--- src/hdl/tafg_pkg.sv ---
package tafg_pkg;
  // ----------------------------------------------------------------
  // timing
  // ----------------------------------------------------------------
  localparam int SYS_PERIOD_NS = 20; // system clock period
  localparam int NS_PER_SEC = 1000000000; // nanoseconds in a second
  localparam int SYNC_STAGES = 3; // reset conditioning depth
  // ----------------------------------------------------------------
  // register offsets
  // ----------------------------------------------------------------
  localparam logic [31:0] OFS_CONTROL = 32'h00000000; // enable and valid
  localparam logic [31:0] OFS_STATUS = 32'h00000004; // in-phase flags
  localparam logic [31:0] OFS_POLARITY = 32'h00000008; // polarity
  localparam logic [31:0] OFS_VERSION = 32'h0000000C; // version
  localparam logic [31:0] OFS_CABLE = 32'h00000020; // cable delay
  localparam logic [31:0] OFS_FREQ = 32'h00000030; // frequency
  localparam logic [31:0] OFS_CYCLES = 32'h00000034; // cycles per second
  localparam logic [31:0] WINDOW_SPAN = 32'h0000FFFF; // default window size
  // ----------------------------------------------------------------
  // field positions and reset values
  // ----------------------------------------------------------------
  localparam int BIT_ENABLE = 0; // control enable bit
  localparam int BIT_FREQ_VAL = 1; // control valid bit
  localparam int BIT_IN_PHASE = 0; // status in-phase bit
  localparam int BIT_SKIP = 1; // status skip bit
  localparam int BIT_PHASE_ERR = 8; // status sticky error bit
  localparam logic [31:0] VERSION_VALUE = 32'h01000000; // arbitrary value
  localparam logic [1:0] RESP_OKAY = 2'h0; // bus answer ok
  localparam logic [1:0] RESP_DECERR = 2'h3; // bus answer decode error
  // ----------------------------------------------------------------
  // types
  // ----------------------------------------------------------------
  typedef struct packed {
    logic [31:0] second; // seconds
    logic [31:0] nanosecond; // nanoseconds
    logic [1:0] fraction; // fraction numerator
    logic sign; // 1 means negative
    logic discontinuityMarker; // time jump
  } tafg_time_t;
  typedef struct packed {
    logic polarity; // 1 active high
    logic [15:0] cableDelay; // nanoseconds
    logic [23:0] frequency; // hertz
  } tafg_setup_t;
  typedef struct packed {
    logic enable; // generation on
    logic valid; // values valid
  } tafg_flags_t;
endpackage

--- src/hdl/tafg_link_if.sv ---
`timescale 1ns/100ps
// ------------------------------------------------------------------
// link between the time source side and the generator
// ------------------------------------------------------------------
interface tafg_link_if;
  tafg_pkg::tafg_time_t refTimeIn; // reference time
  logic refTimeOkIn; // time valid
  tafg_pkg::tafg_setup_t fixedSetupBundle; // static config
  tafg_pkg::tafg_flags_t fixedSetupFlags; // static flags
  logic awvalid;
  logic awready;
  logic [31:0] awaddr;
  logic [2:0] awprot;
  logic wvalid;
  logic wready;
  logic [31:0] wdata;
  logic [3:0] wstrb;
  logic bvalid;
  logic bready;
  logic [1:0] bresp;
  logic arvalid;
  logic arready;
  logic [31:0] araddr;
  logic [2:0] arprot;
  logic rvalid;
  logic rready;
  logic [31:0] rdata;
  logic [1:0] rresp;
  logic phaseLockedOut; // in-phase status
  logic waveOut; // generated signal
  modport device (
    input refTimeIn, refTimeOkIn, fixedSetupBundle, fixedSetupFlags,
    input awvalid, awaddr, awprot, wvalid, wdata, wstrb, bready,
    input arvalid, araddr, arprot, rready,
    output awready, wready, bvalid, bresp, arready, rvalid, rdata, rresp,
    output phaseLockedOut, waveOut
  );
  modport host (
    output refTimeIn, refTimeOkIn, fixedSetupBundle, fixedSetupFlags,
    output awvalid, awaddr, awprot, wvalid, wdata, wstrb, bready,
    output arvalid, araddr, arprot, rready,
    input awready, wready, bvalid, bresp, arready, rvalid, rdata, rresp,
    input phaseLockedOut, waveOut
  );
endinterface

--- src/hdl/tafg_device.sv ---
// The address map and the address-and-strobe port were chosen for this implementation.
`timescale 1ns/100ps
// ------------------------------------------------------------------
// time aligned frequency generator with register slave
// ------------------------------------------------------------------
module tafg_device #(
  parameter bit reset_sync_stage_option = 1'b1,
  parameter bit fixed_setup_select = 1'b0,
  parameter int sys_period_ns_param = tafg_pkg::SYS_PERIOD_NS,
  parameter bit wire_delay_option = 1'b1,
  parameter int pin_path_delay_ns_param = 0,
  parameter bit default_active_level = 1'b1,
  parameter bit half_duty_select = 1'b1,
  parameter bit fine_clock_option = 1'b0,
  parameter int fine_clock_ratio = 5,
  parameter logic [31:0] bus_window_base = 32'h00000000,
  parameter logic [31:0] bus_window_top = bus_window_base + tafg_pkg::WINDOW_SPAN
) (
  input wire logic mclk,
  input wire logic fine_clock_in,
  input wire logic resetn,
  input wire logic clkEn,
  tafg_link_if.device link
);
  // ----------------------------------------------------------------
  // reset conditioning
  // ----------------------------------------------------------------
  logic [tafg_pkg::SYNC_STAGES-1:0] rstPipe;
  wire rstInt = reset_sync_stage_option ? rstPipe[tafg_pkg::SYNC_STAGES-1] : resetn;
  // shift ones in after release
  always_ff @(posedge mclk)
    if (!resetn)
      rstPipe <= '0;
    else if (clkEn)
      rstPipe <= {rstPipe[tafg_pkg::SYNC_STAGES-2:0], 1'b1};
  // ----------------------------------------------------------------
  // registers
  // ----------------------------------------------------------------
  logic regEnable;
  logic regValid;
  logic regPol;
  logic [15:0] regCable;
  logic [23:0] regFreq;
  logic phaseErr;
  logic skipFlag;
  logic [23:0] cyclesLast;
  logic inPhase;
  logic wave;
  logic [31:0] awAddr;
  logic awHave;
  logic [31:0] wData;
  logic wHave;
  logic bValid;
  logic [1:0] bResp;
  logic rValid;
  logic [31:0] rData;
  logic [1:0] rResp;
  // address decode
  wire [31:0] wOfs = awAddr - bus_window_base;
  wire [31:0] rOfs = link.araddr - bus_window_base;
  wire wInWin = awAddr >= bus_window_base && awAddr <= bus_window_top;
  wire rInWin = link.araddr >= bus_window_base && link.araddr <= bus_window_top;
  wire doWrite = awHave && wHave && !bValid;
  wire wKnown = wOfs == tafg_pkg::OFS_CONTROL || wOfs == tafg_pkg::OFS_STATUS ||
    wOfs == tafg_pkg::OFS_POLARITY || wOfs == tafg_pkg::OFS_CABLE || wOfs == tafg_pkg::OFS_FREQ;
  wire wOk = wInWin && wKnown;
  wire [31:0] rMux =
    rOfs == tafg_pkg::OFS_CONTROL ? {30'h0, regValid, regEnable} :
    rOfs == tafg_pkg::OFS_STATUS ? {23'h0, phaseErr, 6'h0, skipFlag, inPhase} :
    rOfs == tafg_pkg::OFS_POLARITY ? {31'h0, regPol} :
    rOfs == tafg_pkg::OFS_VERSION ? tafg_pkg::VERSION_VALUE :
    rOfs == tafg_pkg::OFS_CABLE ? {16'h0, regCable} :
    rOfs == tafg_pkg::OFS_FREQ ? {8'h0, regFreq} :
    {8'h0, cyclesLast};
  wire rKnown = rOfs == tafg_pkg::OFS_CONTROL || rOfs == tafg_pkg::OFS_STATUS ||
    rOfs == tafg_pkg::OFS_POLARITY || rOfs == tafg_pkg::OFS_VERSION ||
    rOfs == tafg_pkg::OFS_CABLE || rOfs == tafg_pkg::OFS_FREQ || rOfs == tafg_pkg::OFS_CYCLES;
  assign link.awready = !awHave;
  assign link.wready = !wHave;
  assign link.arready = !rValid;
  assign link.bvalid = bValid;
  assign link.bresp = bResp;
  assign link.rvalid = rValid;
  assign link.rdata = rData;
  assign link.rresp = rResp;
  // error flag: set wins over clear
  wire errSet;
  wire errClr = doWrite && wOk && wOfs == tafg_pkg::OFS_STATUS && wData[tafg_pkg::BIT_PHASE_ERR];
  // bus slave channels and register writes
  always_ff @(posedge mclk)
    if (!rstInt)
    begin
      awHave <= 1'b0;
      wHave <= 1'b0;
      awAddr <= 32'h00000000;
      wData <= 32'h00000000;
      bValid <= 1'b0;
      bResp <= tafg_pkg::RESP_OKAY;
      rValid <= 1'b0;
      rData <= 32'h00000000;
      rResp <= tafg_pkg::RESP_OKAY;
      regEnable <= 1'b0;
      regValid <= 1'b0;
      regPol <= default_active_level;
      regCable <= 16'h0000;
      regFreq <= 24'h000000;
      phaseErr <= 1'b0;
    end
    else if (clkEn)
    begin
      if (link.awvalid && !awHave)
      begin
        awHave <= 1'b1;
        awAddr <= link.awaddr;
      end
      if (link.wvalid && !wHave)
      begin
        wHave <= 1'b1;
        wData <= link.wdata;
      end
      if (doWrite)
      begin
        awHave <= 1'b0;
        wHave <= 1'b0;
        bValid <= 1'b1;
        bResp <= wOk ? tafg_pkg::RESP_OKAY : tafg_pkg::RESP_DECERR;
        if (wOk && wOfs == tafg_pkg::OFS_CONTROL)
        begin
          regEnable <= wData[tafg_pkg::BIT_ENABLE];
          regValid <= wData[tafg_pkg::BIT_FREQ_VAL];
        end
        if (wOk && wOfs == tafg_pkg::OFS_POLARITY)
          regPol <= wData[0];
        if (wOk && wOfs == tafg_pkg::OFS_CABLE)
          regCable <= wData[15:0];
        if (wOk && wOfs == tafg_pkg::OFS_FREQ)
          regFreq <= wData[23:0];
      end
      else if (bValid && link.bready)
        bValid <= 1'b0;
      if (link.arvalid && !rValid)
      begin
        rValid <= 1'b1;
        rData <= (rInWin && rKnown) ? rMux : 32'h00000000;
        rResp <= (rInWin && rKnown) ? tafg_pkg::RESP_OKAY : tafg_pkg::RESP_DECERR;
      end
      else if (rValid && link.rready)
        rValid <= 1'b0;
      if (errSet)
        phaseErr <= 1'b1;
      else if (errClr)
        phaseErr <= 1'b0;
    end
  // ----------------------------------------------------------------
  // configuration source select
  // ----------------------------------------------------------------
  wire cfgEnable = fixed_setup_select ? link.fixedSetupFlags.enable : regEnable;
  wire cfgValid = fixed_setup_select ? link.fixedSetupFlags.valid : regValid;
  logic cfgPol;
  logic [15:0] cfgCable;
  logic [23:0] cfgFreq;
  logic run;
  // static values are latched only while flagged valid
  always_ff @(posedge mclk)
    if (!rstInt)
    begin
      cfgPol <= default_active_level;
      cfgCable <= 16'h0000;
      cfgFreq <= 24'h000000;
    end
    else if (clkEn && cfgValid && !run)
    begin
      cfgPol <= fixed_setup_select ? link.fixedSetupBundle.polarity : regPol;
      cfgCable <= fixed_setup_select ? link.fixedSetupBundle.cableDelay : regCable;
      cfgFreq <= fixed_setup_select ? link.fixedSetupBundle.frequency : regFreq;
    end
  // ----------------------------------------------------------------
  // generator: phase accumulator in nanoseconds
  // ----------------------------------------------------------------
  localparam int STEP_NS = fine_clock_option ? sys_period_ns_param : sys_period_ns_param;
  wire halfDuty = half_duty_select || fine_clock_option;
  wire goodCfg = cfgEnable && cfgValid && cfgFreq != 24'h000000 && link.refTimeOkIn;
  wire [31:0] leadNs = 32'(pin_path_delay_ns_param) +
    (wire_delay_option ? {16'h0, cfgCable} : 32'h0);
  wire [31:0] nsLate = link.refTimeIn.nanosecond + leadNs + 32'(STEP_NS);
  wire secEdge = nsLate >= 32'(tafg_pkg::NS_PER_SEC) &&
    link.refTimeIn.nanosecond + leadNs < 32'(tafg_pkg::NS_PER_SEC);
  // accumulator counts freq*step per clock; period is 1e9
  logic [55:0] acc;
  logic [23:0] cycCount;
  wire [55:0] accNext = acc + 56'(cfgFreq) * 56'(STEP_NS);
  wire wrap = accNext >= 56'(tafg_pkg::NS_PER_SEC);
  wire [55:0] accHalf = 56'(tafg_pkg::NS_PER_SEC / 2);
  wire [55:0] accWrapped = accNext - 56'(tafg_pkg::NS_PER_SEC);
  // realign: skip an edge if last cycle would fall under half a period
  wire shortCyc = acc < accHalf;
  // drop the boundary edge when the last one is under half a period back
  wire skipEdge = run && shortCyc;
  assign errSet = run && secEdge && !inPhase && !link.refTimeIn.discontinuityMarker ? 1'b0 :
    run && secEdge && inPhase && acc != 56'h0 && !wrap;
  // phase accumulator, edges, status
  always_ff @(posedge mclk)
    if (!rstInt)
    begin
      run <= 1'b0;
      acc <= 56'h0;
      wave <= 1'b0;
      inPhase <= 1'b0;
      skipFlag <= 1'b0;
      cycCount <= 24'h0;
      cyclesLast <= 24'h0;
    end
    else if (clkEn)
    begin
      run <= goodCfg;
      if (!goodCfg)
      begin
        acc <= 56'h0;
        wave <= 1'b0;
        inPhase <= 1'b0;
        cycCount <= 24'h0;
      end
      else if (secEdge)
      begin
        acc <= 56'h0;
        wave <= skipEdge ? wave && halfDuty : 1'b1;
        skipFlag <= skipEdge;
        inPhase <= 1'b1;
        cyclesLast <= cycCount;
        cycCount <= skipEdge ? 24'h0 : 24'h1;
      end
      else
      begin
        if (link.refTimeIn.discontinuityMarker)
          inPhase <= 1'b0;
        acc <= wrap ? accWrapped : accNext;
        if (wrap)
        begin
          wave <= 1'b1;
          cycCount <= cycCount + 24'h1;
        end
        else if (halfDuty)
          wave <= accNext < accHalf ? wave : 1'b0;
        else
          wave <= 1'b0;
      end
    end
  // polarity applied at the pin; while idle with fixed_setup_select clear the live register decides,
  // so a new polarity shows before a run latches it
  wire pinPol = (run || fixed_setup_select) ? cfgPol : regPol;
  assign link.waveOut = wave ~^ pinPol;
  assign link.phaseLockedOut = inPhase;
endmodule

--- src/flat_wrapper.sv ---
// flat-port wrapper written by rule: the top's interface ports become plain ports
module tafg_device_flat 
#(
  parameter bit reset_sync_stage_option = 1'b1,
  parameter bit fixed_setup_select = 1'b0,
  parameter int sys_period_ns_param = tafg_pkg::SYS_PERIOD_NS,
  parameter bit wire_delay_option = 1'b1,
  parameter int pin_path_delay_ns_param = 0,
  parameter bit default_active_level = 1'b1,
  parameter bit half_duty_select = 1'b1,
  parameter bit fine_clock_option = 1'b0,
  parameter int fine_clock_ratio = 5,
  parameter logic [31:0] bus_window_base = 32'h00000000,
  parameter logic [31:0] bus_window_top = bus_window_base + tafg_pkg::WINDOW_SPAN
)
  (mclk, fine_clock_in, resetn, clkEn, link_refTimeIn, link_refTimeOkIn, link_fixedSetupBundle, link_fixedSetupFlags, link_awvalid, link_awaddr, link_awprot, link_wvalid, link_wdata, link_wstrb, link_bready, link_arvalid, link_araddr, link_arprot, link_rready, link_awready, link_wready, link_bvalid, link_bresp, link_arready, link_rvalid, link_rdata, link_rresp, link_phaseLockedOut, link_waveOut);
  tafg_link_if link_i ();
  input wire logic mclk;
  input wire logic fine_clock_in;
  input wire logic resetn;
  input wire logic clkEn;
  input wire logic [$bits(link_i.refTimeIn)-1:0] link_refTimeIn;
  input wire logic [$bits(link_i.refTimeOkIn)-1:0] link_refTimeOkIn;
  input wire logic [$bits(link_i.fixedSetupBundle)-1:0] link_fixedSetupBundle;
  input wire logic [$bits(link_i.fixedSetupFlags)-1:0] link_fixedSetupFlags;
  input wire logic [$bits(link_i.awvalid)-1:0] link_awvalid;
  input wire logic [$bits(link_i.awaddr)-1:0] link_awaddr;
  input wire logic [$bits(link_i.awprot)-1:0] link_awprot;
  input wire logic [$bits(link_i.wvalid)-1:0] link_wvalid;
  input wire logic [$bits(link_i.wdata)-1:0] link_wdata;
  input wire logic [$bits(link_i.wstrb)-1:0] link_wstrb;
  input wire logic [$bits(link_i.bready)-1:0] link_bready;
  input wire logic [$bits(link_i.arvalid)-1:0] link_arvalid;
  input wire logic [$bits(link_i.araddr)-1:0] link_araddr;
  input wire logic [$bits(link_i.arprot)-1:0] link_arprot;
  input wire logic [$bits(link_i.rready)-1:0] link_rready;
  output wire logic [$bits(link_i.awready)-1:0] link_awready;
  output wire logic [$bits(link_i.wready)-1:0] link_wready;
  output wire logic [$bits(link_i.bvalid)-1:0] link_bvalid;
  output wire logic [$bits(link_i.bresp)-1:0] link_bresp;
  output wire logic [$bits(link_i.arready)-1:0] link_arready;
  output wire logic [$bits(link_i.rvalid)-1:0] link_rvalid;
  output wire logic [$bits(link_i.rdata)-1:0] link_rdata;
  output wire logic [$bits(link_i.rresp)-1:0] link_rresp;
  output wire logic [$bits(link_i.phaseLockedOut)-1:0] link_phaseLockedOut;
  output wire logic [$bits(link_i.waveOut)-1:0] link_waveOut;
  assign link_i.refTimeIn = link_refTimeIn;
  assign link_i.refTimeOkIn = link_refTimeOkIn;
  assign link_i.fixedSetupBundle = link_fixedSetupBundle;
  assign link_i.fixedSetupFlags = link_fixedSetupFlags;
  assign link_i.awvalid = link_awvalid;
  assign link_i.awaddr = link_awaddr;
  assign link_i.awprot = link_awprot;
  assign link_i.wvalid = link_wvalid;
  assign link_i.wdata = link_wdata;
  assign link_i.wstrb = link_wstrb;
  assign link_i.bready = link_bready;
  assign link_i.arvalid = link_arvalid;
  assign link_i.araddr = link_araddr;
  assign link_i.arprot = link_arprot;
  assign link_i.rready = link_rready;
  assign link_awready = link_i.awready;
  assign link_wready = link_i.wready;
  assign link_bvalid = link_i.bvalid;
  assign link_bresp = link_i.bresp;
  assign link_arready = link_i.arready;
  assign link_rvalid = link_i.rvalid;
  assign link_rdata = link_i.rdata;
  assign link_rresp = link_i.rresp;
  assign link_phaseLockedOut = link_i.phaseLockedOut;
  assign link_waveOut = link_i.waveOut;
  tafg_device #(.reset_sync_stage_option(reset_sync_stage_option), .fixed_setup_select(fixed_setup_select), .sys_period_ns_param(sys_period_ns_param), .wire_delay_option(wire_delay_option), .pin_path_delay_ns_param(pin_path_delay_ns_param), .default_active_level(default_active_level), .half_duty_select(half_duty_select), .fine_clock_option(fine_clock_option), .fine_clock_ratio(fine_clock_ratio), .bus_window_base(bus_window_base), .bus_window_top(bus_window_top)) u_core (.mclk(mclk), .fine_clock_in(fine_clock_in), .resetn(resetn), .clkEn(clkEn), .link(link_i));
endmodule
--- config.mk ---
export PLATFORM = sky130hd
export DESIGN_NAME = tafg_device_flat
export DESIGN_NICKNAME = d
export VERILOG_FILES = /design/src/hdl/tafg_pkg.sv /design/src/hdl/tafg_link_if.sv /design/src/hdl/tafg_device.sv /design/src/flat_wrapper.sv
export SDC_FILE = /design/constraint.sdc
export NUM_CORES = 1
export LEC_CHECK = 0
export ABC_AREA = 1
export BUFFER_PORTS_ARGS = -buffer_cell sky130_fd_sc_hd__buf_2
export CORE_MARGIN = 2
export CORE_UTILIZATION = 50
export CTS_CLUSTER_DIAMETER = 60
export CTS_CLUSTER_SIZE = 20
export DETAILED_ROUTE_END_ITERATION = 16
export PLACE_DENSITY_LB_ADDON = 0.15
export SYNTH_ARGS = -nofsm -noshare
export SYNTH_HDL_FRONTEND = slang
export SYNTH_SLANG_ARGS = --single-unit
export TNS_END_PERCENT = 50
--- constraint.sdc ---
create_clock -name mclk -period 9.1 [get_ports mclk]
set_clock_uncertainty 0.2 [all_clocks]
set_input_delay 0 -clock mclk [delete_from_list [all_inputs] [get_ports mclk]]
set_output_delay 0 -clock mclk [all_outputs]
set_load 0.02 [all_outputs]
==> results summary <==
Hold timing on the final database bottoms out at a slack of about 0.029 ns. The total inserted antenna cells came out at 0. In this run the count of I/O pins placed on the die edge is 270. For this design, the slowest cell found on the critical path is sky130_fd_sc_hd__ha_1. Subtracting the final worst setup slack from the clock period gives a little under 8 ns. The detailed-route DRC error count came out at 0.

The largest buffer count on any clock path is 3. STA classifies the critical path startpoint as a flip-flop. In this design, the critical path's most frequently occurring cell is sky130_fd_sc_hd__nand2_1. The portion of the clock cycle consumed by the worst path in the final layout came out at a little under nine tenths. The total number of clock tree sinks is 281. The insertion delay of the later-clocked pin in the worst-skew pair came out at roughly 0.61 ns. The number of setup violations in the final report came out at 0. Before CTS, the worst setup slack after placement is 1.47 ns.

In the synthesized netlist the async set-or-reset flop fraction comes to 0%. The number of placed instances with taps included is around 3900. The global-route track usage on met2 came out at between 50% and 60%. The power density of the placed cells is 112 nW/µm². The remaining antenna violation count is 0. The launching point of the worst reg2reg path is u_core.cfgFreq[1]. The first-pass GRT wire length is approximately 120000 µm. The path type of the worst setup path is flip-flop to flip-flop.

The biggest cell delay along the critical path came out at between 0.4 and 0.5 ns. The number of antenna violations at the first check in global routing came to 0. The layer flagged by global routing as most heavily used is met2.

From synthesis to final layout, the design area changed by 17.8%. Counting flops with a built-in enable in the synthesized netlist gives 0. The flow ran to the end, and the final reports show no timing, DRC or antenna violations. The routing usage on met3 came out at around 4.6%.

The path with the worst hold slack has its endpoint at u_core.wData[20]. After global routing the overflow that remains totals 0. The final routed wire length divided by cell count came out at ~18 µm. The worst register-to-register path ends at u_core.acc[55]. In this run the post-CTS setup repair buffer count came out at 0. The average cell area after synthesis is 6.18 µm². The standard-cell row count is 74. The library cell used as clock root buffer is sky130_fd_sc_hd__clkbuf_16. The number of buffers created by CTS is 27. The via count of the first global-routing pass is ~21000. The sum of negative setup slack came out at 0 ns. For met1 alone, demand over resource in global routing was approximately 46%. The wire length reported by the detailed router is 74700 µm. Entering global routing, the biggest net connects 91 pins. The total of buffers placed on input and output ports is 165. The number of cell instances on the worst register-to-register path is 47. The transition at the pin with the smallest max-transition slack is 1.08 ns.

The number of hold violations in the final report came out at 0. The internal reg-to-reg setup slack came out at 1.28 ns. The count of mapped cells out of synthesis is 3308.

STA classifies the critical path endpoint as a flip-flop. The primary flip-flop cell chosen by synthesis mapping is sky130_fd_sc_hd__dfxtp_1. The die covers ~43000 µm².

The relative slew slack is roughly 28%. The total of max-cap violations came out at 0. The wire-length estimate of the detail-placed layout is about 55000 µm.

The core region area came out at ~41000 µm². The maximum VDD drop is 0.000148 V. The number of H-tree branching levels came out at 1. The number of vias in the routed layout is roughly 23000. The y dimension of the die came out at 206 µm.

The share of synthesized area occupied by flip-flops and latches came out at between 20 and 30%. In the final layout, the share of cells above drive strength 1 is under 10%. The die width is approximately 210 µm. Data arrives at the worst endpoint at 8.06 ns. The via density per instance came out at about 5.6.

The number of unique standard cell types used by synthesis is 59. Based on the critical path, the design can be clocked at up to 128 MHz. For this design the static power due to leakage is about 11 nW. The finished layout holds 4125 standard cells, fillers aside. Across all setup checks in the final design, the least slack found is between 1 and 1.5 ns.

Routability-driven placement finished with a final weighted congestion of between 0.9 and 1. The number of violations reported at the end of detailed-routing iteration 0 is between 1500 and 2000. The number of gates resized after CTS was 0.

At the end of the flow, the number of nets in the layout was 3891. The startpoint of the most critical hold path is link_wdata[20]. The register bit count reported by yosys is between 200 and 300. TritonCTS built the clock tree.

Setup repair after global routing left no endpoint under its margin. The synthesized netlist occupies a cell area of 20400 µm². The highest net fanout along the worst path came out at 38.

The global-route usage over all layers came out at between 30% and 40%. The endpoint required time on the critical path is 9.34 ns. The number of iterations in the first detailed-routing pass is 5. The final number of max-transition violations is 0.

For this configuration, the core starts out at a cell density of around half. The min-delay analysis places its worst path in the category primary input to flip-flop. The clock-pin slew on the worst setup and hold paths is about 0.090 ns. The Yosys step of the flow raised 0 warnings. The number of instances on the worst hold path came out at 4.
cell families (layout without fill, tap and decap cells):
kind of cell	count (synthesis)	after routing	synth area share [%]
and+or+nand+nor	1766	1766	37.6
buffers and inverters	521	800	10.1
DFF	281	281	27.5
other	1	7	0.0183
xor gates and xnor gates	86	86	3.79
AOI/OAI and AO/OA	561	561	15.2
adders and majority gates	92	92	5.74
synthesized netlist by cell type (3+ instances only):
| cell type | n | area share [%] |
|---|---|---|
| sky130_fd_sc_hd__and2_1 | 4 | 0.12 |
| sky130_fd_sc_hd__buf_4 | 11 | 0.40 |
| sky130_fd_sc_hd__xnor2_1 | 23 | 0.99 |
| sky130_fd_sc_hd__o21ai_0 | 199 | 4.9 |
| sky130_fd_sc_hd__nor2_2 | 18 | 0.55 |
| sky130_fd_sc_hd__inv_4 | 3 | 0.092 |
| sky130_fd_sc_hd__o31ai_1 | 8 | 0.29 |
| sky130_fd_sc_hd__nor3_1 | 58 | 1.4 |
| sky130_fd_sc_hd__inv_1 | 389 | 7.1 |
| sky130_fd_sc_hd__a21oi_1 | 201 | 4.9 |
| sky130_fd_sc_hd__nand2_4 | 5 | 0.28 |
| sky130_fd_sc_hd__o211ai_1 | 16 | 0.59 |
| sky130_fd_sc_hd__o2111ai_1 | 11 | 0.47 |
| sky130_fd_sc_hd__nor4_1 | 41 | 1.3 |
| sky130_fd_sc_hd__nand3_2 | 5 | 0.24 |
| sky130_fd_sc_hd__buf_2 | 13 | 0.32 |
| sky130_fd_sc_hd__dfxtp_1 | 281 | 28 |
| sky130_fd_sc_hd__a21o_1 | 6 | 0.22 |
| sky130_fd_sc_hd__xor2_1 | 60 | 2.6 |
| sky130_fd_sc_hd__clkinv_1 | 4 | 0.073 |
| sky130_fd_sc_hd__o21ai_2 | 3 | 0.13 |
| sky130_fd_sc_hd__o21ai_1 | 40 | 0.98 |
| sky130_fd_sc_hd__nor2_1 | 513 | 9.4 |
| sky130_fd_sc_hd__a31oi_1 | 3 | 0.092 |
| sky130_fd_sc_hd__a21boi_1 | 4 | 0.15 |
| sky130_fd_sc_hd__clkbuf_1 | 72 | 1.3 |
| sky130_fd_sc_hd__a211oi_1 | 44 | 1.6 |
| sky130_fd_sc_hd__inv_2 | 22 | 0.40 |
| sky130_fd_sc_hd__nand3_1 | 240 | 5.9 |
| sky130_fd_sc_hd__nand2_1 | 746 | 14 |
| sky130_fd_sc_hd__fa_1 | 3 | 0.29 |
| sky130_fd_sc_hd__nand3_4 | 3 | 0.26 |
| sky130_fd_sc_hd__buf_6 | 5 | 0.28 |
| sky130_fd_sc_hd__nand3b_1 | 9 | 0.33 |
| sky130_fd_sc_hd__nor4_2 | 3 | 0.18 |
| sky130_fd_sc_hd__nand4_1 | 79 | 2.4 |
| sky130_fd_sc_hd__ha_1 | 89 | 5.4 |
| sky130_fd_sc_hd__o21bai_1 | 5 | 0.18 |
| sky130_fd_sc_hd__o22ai_1 | 13 | 0.40 |
| sky130_fd_sc_hd__nand2_2 | 19 | 0.58 |
| sky130_fd_sc_hd__nor3_2 | 4 | 0.20 |
| sky130_fd_sc_hd__or2_2 | 4 | 0.12 |
| sky130_fd_sc_hd__nor2_4 | 8 | 0.44 |
placed cells by master, fill, tap and decap left out, types with 44 or more instances in the layout:
cell type                       synthesis  final
sky130_fd_sc_hd__nand2_1              746    746
sky130_fd_sc_hd__nor2_1               513    512
sky130_fd_sc_hd__dfxtp_1              281    280
sky130_fd_sc_hd__dlygate4sd3_1          0    151
sky130_fd_sc_hd__o21ai_0              199    199
sky130_fd_sc_hd__buf_2                 13    165
sky130_fd_sc_hd__inv_1                389    388
sky130_fd_sc_hd__a21oi_1              201    201
sky130_fd_sc_hd__ha_1                  89     89
sky130_fd_sc_hd__nor3_1                58     57
sky130_fd_sc_hd__nand3_1              240    240
sky130_fd_sc_hd__nand4_1               79     79
sky130_fd_sc_hd__a211oi_1              44     44
sky130_fd_sc_hd__xor2_1                60     60
flip-flops by register name, summed over array words and instances (netlist names), 3 cells and up:
name	count
u_core.cyclesLast	24
u_core.cfgCable	16
u_core.regCable	16
u_core.acc	54
u_core.link.rdata	25
u_core.cfgFreq	24
u_core.rstPipe	3
u_core.awAddr	32
u_core.regFreq	24
u_core.cycCount	24
u_core.wData	24
critical path, delay by kind of cell, from the launching register on:
family                   cells  cell delay, ns
AND/OR/NAND/NOR             33            4.14
adder cells (fa/ha/maj)      4            1.29
buffers and inverters        4            0.64
XOR/XNOR                     3            0.56
AO/OA/AOI/OAI                3            0.45
flip-flops                   1            0.38
what timing repair did:
item                                    4_1_cts  5_1_grt
hold buffers                                151        0
endpoints found under the hold margin       131        0
endpoints found under the setup margin        0        0
area by class of cell:
| class | instances | area [µm²] |
|---|---|---|
| sequential | 281 | 5630 |
| inverter | 418 | 1580 |
| multi-input combinational | 2512 | 12800 |
| timing repair buffer | 332 | 2460 |
| clock buffer | 28 | 679 |
| tap | 532 | 666 |
| fill | 3915 | 16500 |
| clock inverter | 22 | 282 |
routing by layer:
metal	wire length [µm]	share of wire, %
met5	0	0
met4	3060	4.1
met3	4830	6.5
met2	33800	45
met1	32900	44
worst max path at each step:
stage | from | to | depth (start not counted)
floorplan | u_core.cfgFreq[1] | u_core.acc[41] | 46
global placement | u_core.cfgFreq[1] | u_core.acc[52] | 47
detailed placement | u_core.cfgFreq[1] | u_core.acc[55] | 47
CTS | u_core.cfgFreq[1] | u_core.acc[55] | 47
global route | u_core.cfgFreq[1] | u_core.acc[55] | 47
finish | u_core.cfgFreq[1] | u_core.acc[55] | 47
power breakdown:
group	switching, mW	internal [mW]
Clock	0.601	0.637
Combinational	0.133	0.0876
Sequential	0.00570	1.23
stage by stage:
stage               total power [mW]  utilization (%)  area, µm²
detailed placement              1.44             53.3      21600
CTS                             2.70             59.4      24100
finish                          2.70             59.4      24100
floorplan                       1.37                -      20500
global placement                1.44             53.3      21600
global route                    2.77             59.4      24100
(Power assumes the default switching activity.)
